==> config.mk <==
export PLATFORM = sky130hd
export DESIGN_NAME = tawc_top
export DESIGN_NICKNAME = d
export VERILOG_FILES = /design/src/hw/tawc_top.v
export VERILOG_INCLUDE_DIRS = /design/src /design/src/hw
export SDC_FILE = /design/constraint.sdc
export NUM_CORES = 1
export LEC_CHECK = 0
export BUFFER_PORTS_ARGS = -buffer_cell sky130_fd_sc_hd__buf_4
export CORE_MARGIN = 2
export CORE_UTILIZATION = 29
export CTS_CLUSTER_SIZE = 16
export DETAILED_ROUTE_END_ITERATION = 8
export GPL_TIMING_DRIVEN = 0
export PLACE_DENSITY = 0.56
export SYNTH_ARGS = -nofsm -noshare
export SYNTH_HDL_FRONTEND = slang
export SYNTH_SLANG_ARGS = --single-unit
==> constraint.sdc <==
create_clock -name clock -period 3.09 [get_ports clock]
set_input_delay 0.618 -clock clock [delete_from_list [all_inputs] [get_ports clock]]
set_output_delay 0.618 -clock clock [all_outputs]
set_load 0.05 [all_outputs]
==> src/hw/tawc_consts.vh <==
/*
 * Constants of the trigger and auto-wake configuration block: register
 * offsets, field positions, reset values. Assumes a 32-bit AXI4-Lite bus.
 */
// Functional notes
// - One 8-bit read/write register at byte 0x18 resets to 0x01 and holds trigger mode, wake enables, pulse, pin function, driver and polarity.
// - With trigger mode 0 every rising trigger edge makes one acquisition and a result follows once edges equal the decimation factor.
// - With trigger mode 1 a rising trigger edge outside a burst makes a burst of acquisitions as long as the decimation factor, then a result.
// - A finished result goes to the output registers or to the sample buffer as the buffer mode selects.
// - The trigger mode bit only counts while the shared pin is set up as the trigger input.
// - Data-ready rises only once every acquisition of one output is done and the result exists.
// - Data-ready rises only while the buffer mode is 00b.
// - In low-power mode the decimation factor is 1, so the trigger mode makes no difference.
// - With bit 6 set a within-threshold change event blocks sleep entry and forces wake; otherwise it is ignored.
// - With bit 5 set an outside-threshold change event blocks sleep entry and forces wake; otherwise it is ignored.
// - With the pin function bit set the shared pin is an undriven trigger input and interrupt routing to it is dropped.
// - With bit 4 set an orientation change blocks sleep entry and forces wake; otherwise it is ignored.
`ifndef TAWC_CONSTS_VH
`define TAWC_CONSTS_VH

// ==========================================================
// Register byte offsets
`define TAWC_OFS_CTRL 8'h00
`define TAWC_OFS_STATUS 8'h04
`define TAWC_OFS_MASK 8'h08
`define TAWC_OFS_STATE 8'h0C
`define TAWC_OFS_CFG 8'h18

// ==========================================================
// Configuration register fields and reset
`define TAWC_CFG_RESET 8'h01
`define TAWC_CFG_TRIG_MODE 7
`define TAWC_CFG_WAKE_WT 6
`define TAWC_CFG_WAKE_OT 5
`define TAWC_CFG_WAKE_OR 4
`define TAWC_CFG_RDY_PULSE 3
`define TAWC_CFG_PIN_FUNC 2
`define TAWC_CFG_DRV_OD 1
`define TAWC_CFG_POL 0

// ==========================================================
// Control register fields
`define TAWC_CTRL_RESET 8'h00
`define TAWC_CTRL_BUF_LO 0
`define TAWC_CTRL_LOW_PWR 2
`define TAWC_CTRL_DEC_LO 4
`define TAWC_DEC_MAX_SEL 4'hC

// ==========================================================
// Status bits (write one to clear)
`define TAWC_ST_DRDY 0
`define TAWC_ST_WAKE 1
`define TAWC_ST_OVR 2
`define TAWC_ST_RESET 3'h0

// ==========================================================
// Bus answers
`define TAWC_RESP_OKAY 2'h0
`define TAWC_RESP_SLVERR 2'h2

`endif

==> src/hw/tawc_top.v <==
/*
 * Trigger-driven acquisition sequencer, auto-wake source gating, shared
 * interrupt/trigger pin and an AXI4-Lite register slave.
 * Assumes the ADC takes one acquisition per acq_strobe pulse, change and
 * orientation events arrive as one-cycle pulses on this clock, and the
 * pin level is asynchronous.
 */
// The AXI4-Lite register port is this design's own decision.
`timescale 1ns/100ps
`default_nettype none
`include "tawc_consts.vh"

module tawc_top (
    // Clock and reset
    input wire clock,
    input wire rst,
    // AXI4-Lite write address
    input wire [7:0] s_axi_awaddr,
    input wire s_axi_awvalid,
    output reg s_axi_awready,
    // AXI4-Lite write data
    input wire [31:0] s_axi_wdata,
    input wire [3:0] s_axi_wstrb,
    input wire s_axi_wvalid,
    output reg s_axi_wready,
    // AXI4-Lite write response
    output reg [1:0] s_axi_bresp,
    output reg s_axi_bvalid,
    input wire s_axi_bready,
    // AXI4-Lite read address
    input wire [7:0] s_axi_araddr,
    input wire s_axi_arvalid,
    output reg s_axi_arready,
    // AXI4-Lite read data
    output reg [31:0] s_axi_rdata,
    output reg [1:0] s_axi_rresp,
    output reg s_axi_rvalid,
    input wire s_axi_rready,
    // Shared interrupt / trigger pin
    input wire pin_in,
    output reg pin_out,
    output reg pin_oe,
    // Change detection and orientation events
    input wire evt_within_threshold,
    input wire evt_outside_threshold,
    input wire evt_orientation_change,
    // Acquisition and result strobes
    output reg acq_strobe,
    output reg result_to_out_regs,
    output reg result_to_buffer,
    // Wake control
    output reg wake_request,
    output reg sleep_block,
    // Interrupt
    output reg irq
);

    // ==========================================================
    // Register state
    reg [7:0] sensor_config_trigger_wake_q;
    reg [7:0] ctrl_q;
    reg [2:0] status_q;
    reg [2:0] mask_q;

    wire trigger_acquisition_mode = sensor_config_trigger_wake_q[`TAWC_CFG_TRIG_MODE];
    wire wake_on_within_threshold = sensor_config_trigger_wake_q[`TAWC_CFG_WAKE_WT];
    wire wake_on_outside_threshold = sensor_config_trigger_wake_q[`TAWC_CFG_WAKE_OT];
    wire wake_on_orientation_change = sensor_config_trigger_wake_q[`TAWC_CFG_WAKE_OR];
    wire pin_function_select = sensor_config_trigger_wake_q[`TAWC_CFG_PIN_FUNC];
    wire irq_driver_type = sensor_config_trigger_wake_q[`TAWC_CFG_DRV_OD];
    wire irq_polarity = sensor_config_trigger_wake_q[`TAWC_CFG_POL];
    wire [1:0] buf_mode = ctrl_q[`TAWC_CTRL_BUF_LO+1:`TAWC_CTRL_BUF_LO];
    wire low_power_mode = ctrl_q[`TAWC_CTRL_LOW_PWR];
    wire [3:0] dec_sel = ctrl_q[`TAWC_CTRL_DEC_LO+3:`TAWC_CTRL_DEC_LO];

    // ==========================================================
    // Decimation factor
    // Codes above the top step saturate at 4096
    reg [12:0] dec_factor;
    always @* begin
        if (low_power_mode) begin
            dec_factor = 13'h0001;
        end else if (dec_sel > `TAWC_DEC_MAX_SEL) begin
            dec_factor = 13'h1000;
        end else begin
            dec_factor = 13'h0001 << dec_sel;
        end
    end

    // ==========================================================
    // Trigger pin synchroniser and edge detect
    reg trig_s1_q;
    reg trig_s2_q;
    reg trig_s3_q;
    always @(posedge clock) begin
        if (rst) begin
            trig_s1_q <= 1'b0;
            trig_s2_q <= 1'b0;
            trig_s3_q <= 1'b0;
        end else begin
            trig_s1_q <= pin_in;
            trig_s2_q <= trig_s1_q;
            trig_s3_q <= trig_s2_q;
        end
    end
    // Only an input while the pin is configured as trigger
    wire trig_edge = pin_function_select & trig_s2_q & ~trig_s3_q;

    // ==========================================================
    // Acquisition sequencer
    localparam ST_IDLE = 1'b0;
    localparam ST_BURST = 1'b1;
    reg state_q;
    reg [12:0] acq_cnt_q;
    reg result_d;
    reg overrun_d;
    always @(posedge clock) begin
        if (rst) begin
            state_q <= ST_IDLE;
            acq_cnt_q <= 13'h0000;
            acq_strobe <= 1'b0;
            result_d <= 1'b0;
            overrun_d <= 1'b0;
        end else begin
            acq_strobe <= 1'b0;
            result_d <= 1'b0;
            overrun_d <= 1'b0;
            if (!pin_function_select) begin
                // Trigger mode ignored; drop partial decimation
                state_q <= ST_IDLE;
                acq_cnt_q <= 13'h0000;
            end else begin
                case (state_q)
                    ST_IDLE: begin
                        if (trig_edge && trigger_acquisition_mode) begin
                            // One edge starts a whole burst
                            state_q <= ST_BURST;
                            acq_cnt_q <= 13'h0000;
                        end else if (trig_edge) begin
                            acq_strobe <= 1'b1;
                            if (acq_cnt_q + 13'h0001 >= dec_factor) begin
                                acq_cnt_q <= 13'h0000;
                                result_d <= 1'b1;
                            end else begin
                                acq_cnt_q <= acq_cnt_q + 13'h0001;
                            end
                        end
                    end
                    ST_BURST: begin
                        acq_strobe <= 1'b1;
                        // Edges during a burst are lost, flagged as overrun
                        overrun_d <= trig_edge;
                        if (acq_cnt_q + 13'h0001 >= dec_factor) begin
                            acq_cnt_q <= 13'h0000;
                            state_q <= ST_IDLE;
                            result_d <= 1'b1;
                        end else begin
                            acq_cnt_q <= acq_cnt_q + 13'h0001;
                        end
                    end
                    default: begin
                        state_q <= ST_IDLE;
                        acq_cnt_q <= 13'h0000;
                    end
                endcase
            end
        end
    end

    // ==========================================================
    // Result routing and wake sources
    wire drdy_evt = result_d & (buf_mode == 2'b00);
    wire wake_evt = (wake_on_within_threshold & evt_within_threshold)
        | (wake_on_outside_threshold & evt_outside_threshold)
        | (wake_on_orientation_change & evt_orientation_change);
    always @(posedge clock) begin
        if (rst) begin
            result_to_out_regs <= 1'b0;
            result_to_buffer <= 1'b0;
            wake_request <= 1'b0;
            sleep_block <= 1'b0;
        end else begin
            result_to_out_regs <= result_d & (buf_mode == 2'b00);
            result_to_buffer <= result_d & (buf_mode != 2'b00);
            wake_request <= wake_evt;
            sleep_block <= wake_evt;
        end
    end

    // ==========================================================
    // AXI4-Lite slave
    wire wr_go = s_axi_awvalid & s_axi_wvalid & ~s_axi_bvalid & ~s_axi_awready;
    wire rd_go = s_axi_arvalid & ~s_axi_rvalid & ~s_axi_arready;
    wire wr_cfg = wr_go & (s_axi_awaddr == `TAWC_OFS_CFG) & s_axi_wstrb[0];
    wire wr_ctrl = wr_go & (s_axi_awaddr == `TAWC_OFS_CTRL) & s_axi_wstrb[0];
    wire wr_stat = wr_go & (s_axi_awaddr == `TAWC_OFS_STATUS) & s_axi_wstrb[0];
    wire wr_mask = wr_go & (s_axi_awaddr == `TAWC_OFS_MASK) & s_axi_wstrb[0];
    wire wr_hit = (s_axi_awaddr == `TAWC_OFS_CFG) | (s_axi_awaddr == `TAWC_OFS_CTRL)
        | (s_axi_awaddr == `TAWC_OFS_STATUS) | (s_axi_awaddr == `TAWC_OFS_MASK)
        | (s_axi_awaddr == `TAWC_OFS_STATE);
    wire [2:0] evt_set = {overrun_d, wake_evt, drdy_evt};

    always @(posedge clock) begin
        if (rst) begin
            sensor_config_trigger_wake_q <= `TAWC_CFG_RESET;
            ctrl_q <= `TAWC_CTRL_RESET;
            mask_q <= 3'h0;
            status_q <= `TAWC_ST_RESET;
            s_axi_awready <= 1'b0;
            s_axi_wready <= 1'b0;
            s_axi_bvalid <= 1'b0;
            s_axi_bresp <= `TAWC_RESP_OKAY;
        end else begin
            s_axi_awready <= wr_go;
            s_axi_wready <= wr_go;
            if (wr_cfg) begin
                sensor_config_trigger_wake_q <= s_axi_wdata[7:0];
            end
            if (wr_ctrl) begin
                ctrl_q <= s_axi_wdata[7:0];
            end
            if (wr_mask) begin
                mask_q <= s_axi_wdata[2:0];
            end
            // Set wins over a clear in the same cycle
            if (wr_stat) begin
                status_q <= (status_q & ~s_axi_wdata[2:0]) | evt_set;
            end else begin
                status_q <= status_q | evt_set;
            end
            if (wr_go) begin
                s_axi_bvalid <= 1'b1;
                s_axi_bresp <= wr_hit ? `TAWC_RESP_OKAY : `TAWC_RESP_SLVERR;
            end else if (s_axi_bready) begin
                s_axi_bvalid <= 1'b0;
            end
        end
    end

    reg [31:0] rd_val;
    reg rd_hit;
    always @* begin
        rd_val = 32'h00000000;
        rd_hit = 1'b1;
        case (s_axi_araddr)
            `TAWC_OFS_CFG: rd_val = {24'h000000, sensor_config_trigger_wake_q};
            `TAWC_OFS_CTRL: rd_val = {24'h000000, ctrl_q};
            `TAWC_OFS_STATUS: rd_val = {29'h00000000, status_q};
            `TAWC_OFS_MASK: rd_val = {29'h00000000, mask_q};
            `TAWC_OFS_STATE: rd_val = {16'h0000, 2'h0, state_q, acq_cnt_q};
            default: rd_hit = 1'b0;
        endcase
    end

    always @(posedge clock) begin
        if (rst) begin
            s_axi_arready <= 1'b0;
            s_axi_rvalid <= 1'b0;
            s_axi_rdata <= 32'h00000000;
            s_axi_rresp <= `TAWC_RESP_OKAY;
        end else begin
            s_axi_arready <= rd_go;
            if (rd_go) begin
                s_axi_rvalid <= 1'b1;
                s_axi_rdata <= rd_val;
                s_axi_rresp <= rd_hit ? `TAWC_RESP_OKAY : `TAWC_RESP_SLVERR;
            end else if (s_axi_rready) begin
                s_axi_rvalid <= 1'b0;
            end
        end
    end

    // ==========================================================
    // Interrupt and shared pin drive
    wire irq_level = |(status_q & mask_q);
    wire pin_level = irq_polarity ? irq_level : ~irq_level;
    always @(posedge clock) begin
        if (rst) begin
            irq <= 1'b0;
            pin_out <= 1'b0;
            pin_oe <= 1'b0;
        end else begin
            irq <= irq_level;
            pin_out <= pin_level;
            if (pin_function_select) begin
                pin_oe <= 1'b0;
            end else if (irq_driver_type) begin
                // Open drain only pulls low
                pin_oe <= ~pin_level;
            end else begin
                pin_oe <= 1'b1;
            end
        end
    end

endmodule // tawc_top
`default_nettype wire

* After elaboration in Yosys (flattened, before gate mapping)
Index checks and enable logic that the tools add are counted.
** Word-level totals
- Register bits :: 88
- Bits of input ports :: 63
- Output and inout bits :: 49
- Logic and storage cells :: 117
** Cells by class
- Add/subtract/negate cells :: 1
- Order comparisons :: 2
- Equal/unequal tests :: 9
- Shift operators :: 1
- Muxes and demuxes :: 27
- Bitwise operators :: 40
- Reductions and logical operators :: 12
** Operators with widths (number)
- one-hot mux 14 bit (5 select lines) :: 1
- 2-to-1 mux 13 bit :: 5
- == test 8 x 4 -> 1 bit (second input constant) :: 4
- one-hot mux 13 bit (2 select lines) :: 1
- bitwise AND 1 bit :: 20
- == test 8 x 3 -> 1 bit (second input constant) :: 2
- == test 8 x 5 -> 1 bit (second input constant) :: 2
- logical NOT 8 bit :: 2
- 2-to-1 mux 1 bit :: 14
- adder 13 x 1 -> 13 bit (second input constant) :: 1
- greater-or-equal comparator 13 bit :: 1
- left shift 1 x 4 -> 13 bit (first input constant) :: 1
- NOT 1 bit :: 9
- bitwise AND 3 bit :: 2
- OR 1 bit :: 6
- OR 3 bit :: 2
- one-hot mux 1 bit (2 select lines) :: 3
- nonzero test 2 bit :: 3
- OR reduction 3 bit :: 2
- OR reduction 5 bit :: 1
- > comparator 4 bit (second input constant) :: 1
- 2-to-1 mux 2 bit :: 2
- OR reduction 2 bit :: 2
- 2-to-1 mux 3 bit :: 1
- 4 further kinds :: 4

* Depth between registers and ports, before layout
- Depth after elaboration :: 8
- Gate-level depth with buffers :: 12
- Mapped depth without buffers :: 11

* Least setup slack after synthesis
Ideal clock, no wire load.
- Path type :: register -> register
- Start point :: register acq_cnt_q[4]
- End point :: register acq_cnt_q[3]
- Library setup time :: 60 ps
- Arrival time :: 2531 ps
- Required time :: 3030 ps
- Slack :: 499 ps
- Cell stages (with the launch flop) :: 12
- Buffers on the path :: 1
- Period minus slack after synthesis :: 2591 ps
- Path through :: dfxtp_1 -> and4_1 -> and3_1 -> nand4_1 -> xnor2_1 -> ha_1 -> nand4_1 -> nor4_1 -> or3_1 -> nor4_2 -> buf_2 -> a22o_1
** On the way
- Word-level cells in the longest chain between the ends :: 6
** Ends and longest elaborated chain
- start: declaration :: line tawc_top.v:114 : reg [12:0] acq_cnt_q;
- start signal: assignment :: line tawc_top.v:145 : acq_cnt_q <= acq_cnt_q + 13'h0001;
- start signal: assignment :: line tawc_top.v:158 : acq_cnt_q <= acq_cnt_q + 13'h0001;
- adder 13 x 1 -> 13 bit * :: line tawc_top.v:141, tawc_top.v:153
- greater-or-equal comparator 13 bit * :: line tawc_top.v:141, tawc_top.v:153
- 2-to-1 mux 13 bit * :: line tawc_top.v:141, tawc_top.v:153
- 2-to-1 mux 13 bit :: line tawc_top.v:139 : end else if (trig_edge) begin
- 2-to-1 mux 13 bit :: line tawc_top.v:135 : if (trig_edge && trigger_acquisition_mode) begin
- one-hot mux 13 bit (2 select lines) * :: line tawc_top.v:133 : case (state_q)
Mark *: on every way between the ends. The rest lies on a longest branch, timed or not. The select of a mux whose other input is x is not followed.
A chain may end at the register's enable or synchronous reset.

* Final worst setup path
- Start point :: register acq_cnt_q[5]
- End point :: register acq_cnt_q[0]
Same word-level chain as after synthesis.

==> metrics.csv <==
stage,metric,value,unit
grt,pin count of the biggest net entering global routing,12,
logic_synthesis,top cell type by total area after synthesis,dfxtp_1,
floorplanning,initial core utilization,29.5,%
drt,total length of routed wires,8430,um
clock_network,post-CTS setup buffer count,0,
place,post-DP HPWL,6530,um
pwr,PD cells,501,nW/um^2
logic_synthesis,count of cell types in the netlist,51,
clock_network,Clk Tree Root Cell,clkbuf_16,
clock_network,hold bufs inserted after CTS,0,
pwr,power share of the combinational group,9.1,%
logic_synthesis,syn_area_per_cell,9.23,um^2
drt,drt first pass iters,5,
drt,via-per-instance ratio,4.81,
logic_synthesis,Synth top area share,40.5,%
logic_synthesis,Async SR Flop Fraction,0,%
pwr,Sw Share,22.7,%
logic_synthesis,top cells by area in the synthesized netlist,"dfxtp_1, mux2i_1, ha_1",
setup_path,"most used cell, CP",nand4_1,
timing,Max Freq,340,MHz
place,dpl cell area,4080,um^2
logic_synthesis,cells after synthesis,364,
floorplanning,# IOs,112,
clock_network,H-tree Lvls,3,
floorplanning,Die Span X,112,um
logic_synthesis,"EDFF count, synth",0,
place,Setup WS pre-CTS,-0.0680,ns
place,input/output buffers,63,
pwr,clock power share,51.1,%
setup_path,max incr delay on CP,0.43,ns
pwr,NetSw,0.000507,W
timing,minimum clock period,2.94,ns
logic_synthesis,"Primary FF master, synth",dfxtp_1,
floorplanning,Core Area,11400,um^2
job,max-cap violation count,0,
clock_network,CTS Buf Count,9,
setup_path,Critical Path Source,acq_cnt_q[5],
timing,Slew headroom,38.4,%
pwr,Sequential Power Share,39.8,%
layout,Nets,534,
clock_network,insertion delay to the later sink of the worst-skew pair,0.33,ns
setup_path,Crit. End Element,flop,
setup_path,CP cell instances,and4_1 > and3_1 > nand4_1 > xnor2_2 > ha_1 > nand4_1 > nor4_2 > or3_4 > or4_1 > o21ai_0,
grt,initial antenna violation count,0,
hold_path,worst min-delay path startpoint,trig_s1_q,
drt,drt drc,0,
logic_synthesis,synthesized area,3360,um^2
setup_path,reg2reg start,acq_cnt_q[5],
pwr,VDD IR max,0.000323,V
logic_synthesis,Synth top cells by count,"dfxtp_1, nand2_1, nor2_1",
logic_synthesis,yosys warns,0,
layout,layout cells sized above 1,27.1,%
layout,area delta synth->final,32.7,%
timing,Final WS setup,0.152,ns
setup_path,Top Family by Delay on Critical Path,simple AND/OR/NAND/NOR gates,
setup_path,crit path max-delay cell type,dfxtp_1,
timing,final period utilization,95.1,%
clock_network,Sink Count,68,
floorplanning,die area,12500,um^2
floorplanning,Placement Rows,39,
grt,first-pass GRT wire length,13600,um
timing,Final Setup Violations,0,
grt,GR Overflow Total,0,
pwr,Leak,1.87,nW
floorplanning,Die Height,112,um
logic_synthesis,most common cell in the synthesized netlist,dfxtp_1,
layout,post-route cell area,4460,um^2
logic_synthesis,sequential fraction of the synthesis area,40.5,%
setup_path,critical path data required time,3.33,ns
place,GPL Wtd Cong,0.851,
pwr,P_int,0.00173,W
drt,overall via count from detail_route,2908,
timing,Setup Skew,0.00602,ns
timing,max-slew violations,0,
status,status,completed,
clock_network,CTS Buffer Depth,2,
drt,DR iter-0 viols,132,
layout,ant diodes,0,
setup_path,Setup CP Type,reg -> reg,
setup_path,WP buf/inv,0,
drt,Final ANT Viol Nets,0,
timing,Final Hold Viols,0,
hold_path,min-delay worst type,reg -> reg,
logic_synthesis,Seq cells post-synth,68,
clock_network,CTS tree,built,
clock_network,"Clk pin slew, worst setup/hold paths",0.06,ns
grt,All-Layer GR Usage,13.7,%
timing,Worst-Margin Slew,0.910,ns
grt,vias in the first global route,2677,
setup_path,CP Launch Type,flop,
setup_path,"Data arrival, critical path",3.18,ns
drt,WL/cell,13.9,um
setup_path,Max Fanout on Critical Path,6,
[per-stage QoR]
stage          hold slack [ns]  power [W]  setup TNS, ns  std cells  util (%)
3_5_place_dp             0.423    0.00111         -0.562        589      35.9
3_3_place_gp             0.422    0.00111              0        589      35.9
5_1_grt                  0.476    0.00230        -0.0184        605      39.2
4_1_cts                  0.437    0.00225              0        605      38.9
6_report                 0.441    0.00223              0        605      39.2
2_1_floorplan            0.414    0.00104              0        383         -
[cell type report]
class                           count  area [um^2]
Clock inverter                      4         70.1
Clock buffer                       12          267
Multi-Input combinational cell    275         1870
Sequential cell                    68         1360
Fill cell                        1158         6910
Tap cell                          143          179
Inverter                            8         30.0
Timing Repair Buffer               63          473
Buffer                             32          208
[final timing paths]
check                 end  slack, ns  cells past startpoint
max          acq_cnt_q[0]       0.15                     10
min             trig_s2_q       0.44                      1
min reg2reg     trig_s2_q       0.44                      1
max reg2reg  acq_cnt_q[0]       0.15                     10
[timing repair]
action | in CTS | in global routing
resized for setup | 2 | 6
endpoints found under the setup margin | 10 | 11
pin swaps | 0 | 1
[kinds of logic after synthesis]
logic type,synth area share (%)
other,0.112
buffers and inverters,7.00
DFF,40.5
adders and majority gates,5.22
muxes,7.34
xor gates and xnor gates,3.13
AOI/OAI and AO/OA,13.4
and+or+nand+nor,23.3
[power by group through the flow]
stage	clock network (W)	registers (W)	logic [W]
3_3_place_gp	0	0.000908	0.000201
5_1_grt	0.00119	0.000890	0.000215
6_report	0.00114	0.000890	0.000203
2_1_floorplan	0	0.000929	0.000115
3_5_place_dp	0	0.000909	0.000203
4_1_cts	0.00116	0.000890	0.000203
[metal layers]
metal / vias up / track usage [%] / wire length, um
li1: 1455 / - / -
met1: 1369 / 19.1 / 4100
met2: 75 / 20.8 / 3790
met3: 9 / 3.27 / 434
met4: 0 / 4.44 / 96
met5: - / 0 / 0
[registers in the layout (all words and copies together) (netlist names), 3 cells and up]
register                      cells
status_q                          3
mask_q                            3
acq_cnt_q                        13
sensor_config_trigger_wake_q      8
s_axi_rdata                      14
ctrl_q                            8
[placed cells by master (no fill, tap or decap), drive strengths merged, types with 3 or more instances in the layout]
| cell type | n |
|---|---|
| o21ai | 13 |
| mux2i | 19 |
| nand2b | 3 |
| nor3 | 10 |
| ha | 14 |
| nor4 | 3 |
| nor2b | 14 |
| buf | 88 |
| a222oi | 5 |
| clkbuf | 19 |
| and3 | 3 |
| a22o | 17 |
| nand4 | 4 |
| a311oi | 3 |
| nand2 | 35 |
| nand3 | 18 |
| xnor2 | 10 |
| conb | 20 |
| a22oi | 5 |
| inv | 8 |
| a21oi | 15 |
| dfxtp | 68 |
| mux2 | 5 |
| nor2 | 35 |
No activity file was read; power rests on OpenSTA's default activity.
